## src/inc/tmc_pkg.sv

```systemverilog
// Constants shared by the terminal miscellaneous control block.
// Assumes a single 10 MHz system clock and byte addressing on AXI4-Lite.
package tmc_pkg;

   // Clock and master clear timing.
   localparam int MCLK_PERIOD_NS = 100;
   localparam int MCLR_MIN_NS    = 100;
   localparam int MCLR_MIN_CYC_RAW =
      (MCLR_MIN_NS + MCLK_PERIOD_NS - 1) / MCLK_PERIOD_NS;
   localparam int MCLR_MIN_CYC   = (MCLR_MIN_CYC_RAW < 1) ? 1
                                   : MCLR_MIN_CYC_RAW;

   // Register bus geometry.
   localparam int ADDR_W = 5;

   // Register byte offsets.
   localparam logic [4:0] OFS_CFG1    = 5'h00;
   localparam logic [4:0] OFS_CFG2    = 5'h04;
   localparam logic [4:0] OFS_CMD     = 5'h08;
   localparam logic [4:0] OFS_STATUS  = 5'h0C;
   localparam logic [4:0] OFS_TIMETAG = 5'h10;

   // Configuration 1 fields.
   localparam int CFG1_MODE_LSB = 0;
   localparam int CFG1_EXT_BIT  = 7;
   localparam int CFG1_SSF_BIT  = 8;
   localparam logic [15:0] CFG1_RESET = 16'h0100;

   // Configuration 2 fields.
   localparam int CFG2_TTSRC_LSB = 7;
   localparam logic [2:0]  TTSRC_EXT  = 3'h7;
   localparam logic [15:0] CFG2_RESET = 16'h0000;

   // Command register bits (write one to act).
   localparam int CMD_MON_GO  = 0;
   localparam int CMD_MON_RST = 1;
   localparam int CMD_TT_CLR  = 2;

   // Status register bits.
   localparam int ST_IN_CMD  = 0;
   localparam int ST_ONLINE  = 1;
   localparam int ST_SUBSYSTEM_FLAG_TRIGGER_N  = 2;
   localparam int ST_TXEN_A  = 3;
   localparam int ST_TXEN_B  = 4;

   // Bus responses.
   localparam logic [1:0] RESP_OKAY   = 2'h0;
   localparam logic [1:0] RESP_SLVERR = 2'h2;

   // Operating modes.
   typedef enum logic [1:0] {
      TMC_MODE_BC   = 2'b00,
      TMC_MODE_RT   = 2'b01,
      TMC_MODE_MMON = 2'b10,
      TMC_MODE_WMON = 2'b11
   } tmc_mode_t;

endpackage : tmc_pkg

```

## src/logic/tmc_sync_edge.sv

```systemverilog
// Two-flop synchroniser for one pin, with synced level and rising-edge pulse.
// Assumes the pin is asynchronous to mclk.
`timescale 1ns/1ps
`default_nettype none
module tmc_sync_edge #(
   parameter logic INIT = 1'b1
) (
   // Clock and reset.
   input  wire logic mclk,
   input  wire logic arst_n,
   // Pin and results.
   input  wire logic pin,
   output logic      level,
   output logic      rise
);

   typedef struct packed {
      logic s1;
      logic s2;
      logic s3;
   } tmc_sync_st_t;

   tmc_sync_st_t st_reg;
   tmc_sync_st_t st_next;

   // The first stage feeds only the second stage.
   always_comb begin
      st_next    = st_reg;
      st_next.s1 = pin;
      st_next.s2 = st_reg.s1;
      st_next.s3 = st_reg.s2;
   end

   // Register the state.
   always_ff @(posedge mclk or negedge arst_n) begin
      if (!arst_n) begin
         st_reg <= '{s1: INIT, s2: INIT, s3: INIT};
      end else begin
         st_reg <= st_next;
      end
   end

   // One pulse per low-to-high transition of the synced level.
   assign level = st_reg.s2;
   assign rise  = st_reg.s2 & ~st_reg.s3;

endmodule : tmc_sync_edge
`default_nettype wire

```

## src/logic/tmc_time_tag.sv

```systemverilog
// Sixteen-bit time-tag counter with increment and clear.
// Assumes both controls are single-cycle pulses on mclk.
`timescale 1ns/1ps
`default_nettype none
module tmc_time_tag (
   // Clock and reset.
   input  wire logic        mclk,
   input  wire logic        arst_n,
   // Controls.
   input  wire logic        inc,
   input  wire logic        clr,
   // Count.
   output logic [15:0]      count
);

   typedef struct packed {
      logic [15:0] cnt;
   } tmc_tt_st_t;

   tmc_tt_st_t st_reg;
   tmc_tt_st_t st_next;

   // Clear wins; the counter wraps at the top.
   always_comb begin
      st_next = st_reg;
      if (clr) begin
         st_next.cnt = 16'h0000;
      end else if (inc) begin
         st_next.cnt = st_reg.cnt + 16'h0001;
      end
   end

   // Register the state.
   always_ff @(posedge mclk or negedge arst_n) begin
      if (!arst_n) begin
         st_reg <= '0;
      end else begin
         st_reg <= st_next;
      end
   end

   assign count = st_reg.cnt;

endmodule : tmc_time_tag
`default_nettype wire

```

## src/logic/tmc_top.sv

```systemverilog
// Terminal miscellaneous control: in-command, trigger, time tag, inhibits.
// Assumes the protocol engine shares mclk and software uses AXI4-Lite.
//
// Overview of operation
// - Active-low master clear of at least 100 ns resets all state.
// - Bus controller mode: in-command low for each whole message cycle.
// - Terminal or message monitor: low from command word until sequence done.
// - Word monitor: low after monitor go, high again after reset command.
// - Terminal mode: asserted flag input sets the status word subsystem flag.
// - Low flag input overrides a one in the software flag bit.
// - Controller mode, bit 7 set: trigger rising edge starts current frame.
// - Word monitor, bit 7 set: trigger rising edge raises monitor trigger.
// - External time-tag source selected: each tick increments the counter.
// - Each channel's inhibit at one disables that channel's transmitter.
`timescale 1ns/1ps
`default_nettype none
module tmc_top (
   // Clock and reset.
   input  wire logic        mclk,
   input  wire logic        arst_n,
   // AXI4-Lite write address.
   input  wire logic        s_axi_awvalid,
   output logic             s_axi_awready,
   input  wire logic [4:0]  s_axi_awaddr,
   // AXI4-Lite write data.
   input  wire logic        s_axi_wvalid,
   output logic             s_axi_wready,
   input  wire logic [31:0] s_axi_wdata,
   input  wire logic [3:0]  s_axi_wstrb,
   // AXI4-Lite write response.
   output logic             s_axi_bvalid,
   input  wire logic        s_axi_bready,
   output logic [1:0]       s_axi_bresp,
   // AXI4-Lite read address.
   input  wire logic        s_axi_arvalid,
   output logic             s_axi_arready,
   input  wire logic [4:0]  s_axi_araddr,
   // AXI4-Lite read data.
   output logic             s_axi_rvalid,
   input  wire logic        s_axi_rready,
   output logic [31:0]      s_axi_rdata,
   output logic [1:0]       s_axi_rresp,
   // Device pins.
   input  wire logic        subsystem_flag_trigger_n,
   input  wire logic        tag_clock,
   input  wire logic        transmit_inhibit_chan_a,
   input  wire logic        transmit_inhibit_chan_b,
   output logic             in_command_n,
   // Protocol engine, same clock.
   input  wire logic        bc_msg_busy,
   input  wire logic        cmd_word_rcvd,
   input  wire logic        msg_seq_done,
   output logic             bc_start,
   output logic             monitor_trigger,
   output logic             rt_subsystem_flag,
   output logic             tx_enable_a,
   output logic             tx_enable_b,
   output logic [15:0]      time_tag
);

   typedef struct packed {
      logic        aw_full;
      logic [4:0]  aw_addr;
      logic        w_full;
      logic [31:0] w_data;
      logic [3:0]  w_strb;
      logic        bvalid;
      logic [1:0]  bresp;
      logic        rvalid;
      logic [31:0] rdata;
      logic [1:0]  rresp;
      logic [15:0] cfg1;
      logic [15:0] cfg2;
      logic        msg_cmd;
      logic        online;
      logic        in_cmd;
      logic        bc_start;
      logic        mon_trig;
      logic        ss_flag;
      logic        tx_en_a;
      logic        tx_en_b;
      logic        tt_clr;
   } tmc_top_st_t;

   tmc_top_st_t st_reg;
   tmc_top_st_t st_next;

   logic        ss_level;
   logic        ss_rise;
   logic        tag_rise;
   logic        inh_a;
   logic        inh_b;
   logic [15:0] tt_count;
   logic        tt_inc;

   ////////////////////////////////////////////////////////////////////////////
   // Pin synchronisers.

   // Flag pin idles high; start high so release gives no false edge.
   tmc_sync_edge #(.INIT(1'b1)) u_sync_ss (
      .mclk   (mclk),
      .arst_n (arst_n),
      .pin    (subsystem_flag_trigger_n),
      .level  (ss_level),
      .rise   (ss_rise)
   );

   // Tag clock may be tied to either rail.
   tmc_sync_edge #(.INIT(1'b1)) u_sync_tag (
      .mclk   (mclk),
      .arst_n (arst_n),
      .pin    (tag_clock),
      .level  (),
      .rise   (tag_rise)
   );

   // Inhibits start asserted so no transmitter fires before they settle.
   tmc_sync_edge #(.INIT(1'b1)) u_sync_inh_a (
      .mclk   (mclk),
      .arst_n (arst_n),
      .pin    (transmit_inhibit_chan_a),
      .level  (inh_a),
      .rise   ()
   );

   tmc_sync_edge #(.INIT(1'b1)) u_sync_inh_b (
      .mclk   (mclk),
      .arst_n (arst_n),
      .pin    (transmit_inhibit_chan_b),
      .level  (inh_b),
      .rise   ()
   );

   ////////////////////////////////////////////////////////////////////////////
   // Time tag.

   // Only the external source counts here; other codes hold the count.
   assign tt_inc = tag_rise &
      (st_reg.cfg2[tmc_pkg::CFG2_TTSRC_LSB +: 3] == tmc_pkg::TTSRC_EXT);

   tmc_time_tag u_time_tag (
      .mclk   (mclk),
      .arst_n (arst_n),
      .inc    (tt_inc),
      .clr    (st_reg.tt_clr),
      .count  (tt_count)
   );

   ////////////////////////////////////////////////////////////////////////////
   // Next-state logic: bus slave, control and pin outputs.

   always_comb begin
      tmc_pkg::tmc_mode_t mode;
      logic               ext_en;
      logic               do_wr;
      logic               mon_go;
      logic               mon_rst;

      st_next  = st_reg;
      mode     = tmc_pkg::tmc_mode_t'(
                    st_reg.cfg1[tmc_pkg::CFG1_MODE_LSB +: 2]);
      ext_en   = st_reg.cfg1[tmc_pkg::CFG1_EXT_BIT];
      do_wr    = st_reg.aw_full & st_reg.w_full & ~st_reg.bvalid;
      mon_go   = 1'b0;
      mon_rst  = 1'b0;
      st_next.tt_clr = 1'b0;

      // Hold write address and data until both are present.
      if (s_axi_awvalid && !st_reg.aw_full) begin
         st_next.aw_full = 1'b1;
         st_next.aw_addr = s_axi_awaddr;
      end
      if (s_axi_wvalid && !st_reg.w_full) begin
         st_next.w_full = 1'b1;
         st_next.w_data = s_axi_wdata;
         st_next.w_strb = s_axi_wstrb;
      end

      // Perform the write and raise the response.
      if (do_wr) begin
         st_next.aw_full = 1'b0;
         st_next.w_full  = 1'b0;
         st_next.bvalid  = 1'b1;
         st_next.bresp   = tmc_pkg::RESP_OKAY;
         case (st_reg.aw_addr)
            tmc_pkg::OFS_CFG1: begin
               if (st_reg.w_strb[0]) st_next.cfg1[7:0]  = st_reg.w_data[7:0];
               if (st_reg.w_strb[1]) st_next.cfg1[15:8] = st_reg.w_data[15:8];
            end
            tmc_pkg::OFS_CFG2: begin
               if (st_reg.w_strb[0]) st_next.cfg2[7:0]  = st_reg.w_data[7:0];
               if (st_reg.w_strb[1]) st_next.cfg2[15:8] = st_reg.w_data[15:8];
            end
            tmc_pkg::OFS_CMD: begin
               if (st_reg.w_strb[0]) begin
                  mon_go  = st_reg.w_data[tmc_pkg::CMD_MON_GO];
                  mon_rst = st_reg.w_data[tmc_pkg::CMD_MON_RST];
                  st_next.tt_clr = st_reg.w_data[tmc_pkg::CMD_TT_CLR];
               end
            end
            tmc_pkg::OFS_STATUS, tmc_pkg::OFS_TIMETAG: begin
               st_next.bresp = tmc_pkg::RESP_OKAY;
            end
            default: begin
               st_next.bresp = tmc_pkg::RESP_SLVERR;
            end
         endcase
      end
      if (st_reg.bvalid && s_axi_bready) begin
         st_next.bvalid = 1'b0;
      end

      // Read: accept when no answer is pending, answer next cycle.
      if (st_reg.rvalid && s_axi_rready) begin
         st_next.rvalid = 1'b0;
      end
      if (s_axi_arvalid && !st_reg.rvalid) begin
         st_next.rvalid = 1'b1;
         st_next.rresp  = tmc_pkg::RESP_OKAY;
         st_next.rdata  = 32'h0000_0000;
         case (s_axi_araddr)
            tmc_pkg::OFS_CFG1:    st_next.rdata[15:0] = st_reg.cfg1;
            tmc_pkg::OFS_CFG2:    st_next.rdata[15:0] = st_reg.cfg2;
            tmc_pkg::OFS_CMD:     st_next.rdata       = 32'h0000_0000;
            tmc_pkg::OFS_STATUS: begin
               st_next.rdata[tmc_pkg::ST_IN_CMD] = st_reg.in_cmd;
               st_next.rdata[tmc_pkg::ST_ONLINE] = st_reg.online;
               st_next.rdata[tmc_pkg::ST_SUBSYSTEM_FLAG_TRIGGER_N] = st_reg.ss_flag;
               st_next.rdata[tmc_pkg::ST_TXEN_A] = st_reg.tx_en_a;
               st_next.rdata[tmc_pkg::ST_TXEN_B] = st_reg.tx_en_b;
            end
            tmc_pkg::OFS_TIMETAG: st_next.rdata[15:0] = tt_count;
            default:              st_next.rresp = tmc_pkg::RESP_SLVERR;
         endcase
      end

      // Message flag for terminal and message monitor; a new command wins.
      if (cmd_word_rcvd) begin
         st_next.msg_cmd = 1'b1;
      end else if (msg_seq_done) begin
         st_next.msg_cmd = 1'b0;
      end

      // Word monitor on-line; go wins over reset in the same write.
      if (mon_go) begin
         st_next.online = 1'b1;
      end else if (mon_rst) begin
         st_next.online = 1'b0;
      end

      // In-command source by mode.
      unique case (mode)
         tmc_pkg::TMC_MODE_BC:   st_next.in_cmd = bc_msg_busy;
         tmc_pkg::TMC_MODE_RT,
         tmc_pkg::TMC_MODE_MMON: st_next.in_cmd = st_next.msg_cmd;
         tmc_pkg::TMC_MODE_WMON: st_next.in_cmd = st_next.online;
      endcase

      // Edge-triggered start and monitor trigger, gated by bit 7.
      st_next.bc_start = ss_rise & ext_en &
                         (mode == tmc_pkg::TMC_MODE_BC);
      st_next.mon_trig = ss_rise & ext_en &
                         (mode == tmc_pkg::TMC_MODE_WMON);

      // Flag set by a low pin or a zero software bit, terminal mode only.
      st_next.ss_flag = (mode == tmc_pkg::TMC_MODE_RT) &
         (~ss_level | ~st_reg.cfg1[tmc_pkg::CFG1_SSF_BIT]);

      // Transmitter enables follow the synced inhibits.
      st_next.tx_en_a = ~inh_a;
      st_next.tx_en_b = ~inh_b;
   end

   ////////////////////////////////////////////////////////////////////////////
   // State register; master clear returns everything to power-on values.

   always_ff @(posedge mclk or negedge arst_n) begin
      if (!arst_n) begin
         st_reg      <= '0;
         st_reg.cfg1 <= tmc_pkg::CFG1_RESET;
         st_reg.cfg2 <= tmc_pkg::CFG2_RESET;
      end else begin
         st_reg <= st_next;
      end
   end

   ////////////////////////////////////////////////////////////////////////////
   // Outputs.

   assign s_axi_awready     = ~st_reg.aw_full;
   assign s_axi_wready      = ~st_reg.w_full;
   assign s_axi_bvalid      = st_reg.bvalid;
   assign s_axi_bresp       = st_reg.bresp;
   assign s_axi_arready     = ~st_reg.rvalid;
   assign s_axi_rvalid      = st_reg.rvalid;
   assign s_axi_rdata       = st_reg.rdata;
   assign s_axi_rresp       = st_reg.rresp;
   assign in_command_n      = ~st_reg.in_cmd;
   assign bc_start          = st_reg.bc_start;
   assign monitor_trigger   = st_reg.mon_trig;
   assign rt_subsystem_flag = st_reg.ss_flag;
   assign tx_enable_a       = st_reg.tx_en_a;
   assign tx_enable_b       = st_reg.tx_en_b;
   assign time_tag          = tt_count;

endmodule : tmc_top
`default_nettype wire

```

## config.mk

```make
export PLATFORM = sky130hd
export DESIGN_NAME = tmc_top
export DESIGN_NICKNAME = d
export VERILOG_FILES = /design/src/inc/tmc_pkg.sv /design/src/logic/tmc_sync_edge.sv /design/src/logic/tmc_time_tag.sv /design/src/logic/tmc_top.sv
export SDC_FILE = /design/constraint.sdc
export NUM_CORES = 1
export LEC_CHECK = 0
export ABC_AREA = 1
export BUFFER_PORTS_ARGS = -buffer_cell sky130_fd_sc_hd__buf_2
export CAP_MARGIN = 5
export CELL_PAD_IN_SITES_DETAIL_PLACEMENT = 1
export CELL_PAD_IN_SITES_GLOBAL_PLACEMENT = 2
export CORE_MARGIN = 2
export CORE_UTILIZATION = 34
export DETAILED_ROUTE_END_ITERATION = 7
export MAX_ROUTING_LAYER = met4
export PLACE_DENSITY = 0.84
export SYNTH_ARGS = -nofsm -noshare
export SYNTH_HDL_FRONTEND = slang
export SYNTH_HIERARCHICAL = 1
export SYNTH_SLANG_ARGS = --single-unit
```

## constraint.sdc

```tcl
create_clock -name mclk -period 2.3 [get_ports mclk]
set_input_delay 0.23 -clock mclk [delete_from_list [all_inputs] [get_ports mclk]]
set_output_delay 0.23 -clock mclk [all_outputs]
set_load 0.01 [all_outputs]
```

==> results.txt <==
- Summed over all failing endpoints, the final setup total negative slack is 0 ns.
- Worst EP required: 2.55 ns
- The number of buffers and inverters on the critical path is 1.
- Type of origin of the critical path: flip-flop
- Detailed-route DRC error count: 0
* RSZ-0062 raised after global routing: no
* Cell at the root of the clock tree: sky130_fd_sc_hd__clkbuf_16
* Worst-Skew Late Latency: 0.36 ns
* Hold Fails Final Rpt: 0
- Kind of capture point of the worst setup path: flip-flop
- Worst slack, placed: 0.458 ns
- Critical path's most frequent cell: sky130_fd_sc_hd__nand2_1
- The slowest stage of the critical path belongs to the cell sky130_fd_sc_hd__dfstp_2.
- Max-slew violations: 0
* Starting utilization of the core area: 0.346
- The Yosys step of the flow raised 6 warnings.
- Core Area: 15,100 µm²
- Power density over the cells: 908 nW/µm²
- Hold Path Origin: s_axi_bready
* Via count of the first global-routing pass: 4,206
- Syn Area/Cell: 8.77 µm²
- Entering global routing, the biggest net connects 57 pins.
* Result of the run: finished, final reports clean
* Fraction of final layout cells with drive strength greater than 1: 0.243
* Detailed-routing iteration count for the pre-antenna-repair pass: 4
* Clock-pin transition on the worst setup and hold timing paths: 0.07 ns
- Crit path largest cell delay: 0.53 ns
* Number of I/O pins: 123
- The initial antenna violation count was 0.
- Worst Path Max Fanout: 4
- Cell family with most CP delay: simple AND/OR/NAND/NOR gates
- H-tree depth: 3
- The worst path meets setup with 0.437 ns of slack.
- Post-CTS Setup Bufs: 0
- After synthesis the cells add up to 5240 µm².
- Category of the most critical setup path: flip-flop to flip-flop
- The clock arrives with 0.00747 ns of skew.
- Final hold analysis gives a worst-case slack of 0.0600 ns.
* Die ar.: 16,400 µm²
- Relative to the synthesized area, the layout overhead comes to 14.8%.
- Maximum capacitance violations: 0
- The HPWL after detailed placement is 9480 µm.
* Drt via density: 4.58
* Startpoint of the worst-slack reg-to-reg timing path: u_sync_tag/level$_DFF_PN1_
* Total routing resource utilization after global routing: 0.172
- The longest clock path from root to sink contains 2 buffers.
* Crit share post-route: 0.810
- Data arrival at the endpoint of the critical path: 2.11 ns
- Hold Path Class: input pin to flip-flop
- The initialized floorplan defines 45 standard-cell rows.
- The die is 128 µm wide.
- Global-route wire length before repair: 21,400 µm
- PortBufs: 86
- Maximum operating frequency: 537 MHz
* Number of sinks driven by the clock tree: 112
* Tmin final: 1.86 ns
* CTS tree: built
* DRT Wirelength: 12,700 µm
- Mapped Cells: 598
* Slew @ Worst Pin: 0.686 ns
- DR iter-0 viols: 231
* Last weighted congestion value of the routability-driven placer: 0.812
- DRT antenna net count: 0
- Total congestion overflow after global routing: 0
- Setup violations remaining at the end of the flow were counted as 0.
* IR Drop Worst-Case VDD: 0.456 mV
* Max FFs per register: 61
- After the last flow step, the layout net total stands at 738.
* Worst slew margin: 0.541
- Worst path cell trace: inv_1 > nor2_2 > nand2_1 > nor2_1 > nor2_2 > nor2_4 > nand2_1 > nor2_1 > nand2_1 > nand2_1 > nor2_1
- 0 antenna diodes ended up in the layout.
- The analysis attributes to cell leakage a power of 3.16 nW.
- From bottom edge to top edge, the die measures 128 µm.
- Num CTS Buffers: 9
* Count of vias placed by the detailed router: 3,964
- After detailed routing, the average wire length per cell comes to 14.7 µm.
* Fill cell instance count of the final layout: 1,811
- The most critical setup path has its startpoint at u_sync_tag/level$_DFF_PN1_.
==> area by class of cell <==
class                   count  area, µm²  share of cell area
inverters                  58        218              0.0362
clock buffers              12        267              0.0443
repair buffers             96        533              0.0885
multi-input cells         396       1900               0.316
well taps                 188        235              0.0391
clock inverters             4       51.3             0.00852
flip-flops and latches    112       2820               0.468
==> metal layers <==
layer	wire [µm]	vias up	global-route usage
li1	-	1972	-
met1	6150	1905	0.221
met2	5970	75	0.275
met3	374	12	0.0255
met4	214	0	0.0679
met5	0	-	-
==> layout by cell type (no fill, tap or decap), drive strengths merged, types with 8 or more instances in the layout <==
cell	count
nand2	190
nand3	23
dfstp	11
buf	91
nand4	8
dfrtp	101
nor2	66
conb	18
o21ai	42
a21oi	28
inv	57
clkbuf	12
==> power breakdown <==
| group | switching (mW) | internal (mW) | leakage, nW | total [mW] |
|---|---|---|---|---|
| clock | 0.710 | 0.934 | 0.155 | 1.64 |
| combinational | 0.743 | 0.400 | 1.58 | 1.14 |
| sequential | 0.249 | 2.43 | 1.42 | 2.68 |
==> metrics by stage <==
stage          total power [mW]  cell area, µm²  instances  utilization
3_5_place_dp               3.87            5650        845        0.373
5_1_grt                    5.85            6020        866        0.398
3_3_place_gp               3.77            5650        845        0.373
6_report                   5.47            6020        866        0.398
4_1_cts                    5.57            6020        866        0.398
2_1_floorplan              3.49            5310        615            -
==> repair_timing <==
| action | CTS | global route |
|---|---|---|
| resized for setup | 0 | 0 |
| endpoints found under the hold margin | 23 | 0 |
| hold buffers | 5 | 0 |
| setup endpoints to repair | 0 | 0 |
==> worst paths after layout <==
path,depth (start not counted),slack (ns),to
setup reg to reg,11,0.44,u_time_tag/count[13]$_DFFE_PN0P_
min in group asynchronous,2,0.33,st_reg[118]$_DFFE_PN0P_
max in group asynchronous,3,1.20,st_reg[33]$_DFFE_PN1P_
hold / removal,2,0.06,s_axi_bvalid$_DFFE_PN0P_
setup / recovery,11,0.44,u_time_tag/count[13]$_DFFE_PN0P_
hold reg to reg,0,0.36,u_sync_ss/level$_DFF_PN1_
(Power assumes the default switching activity.)
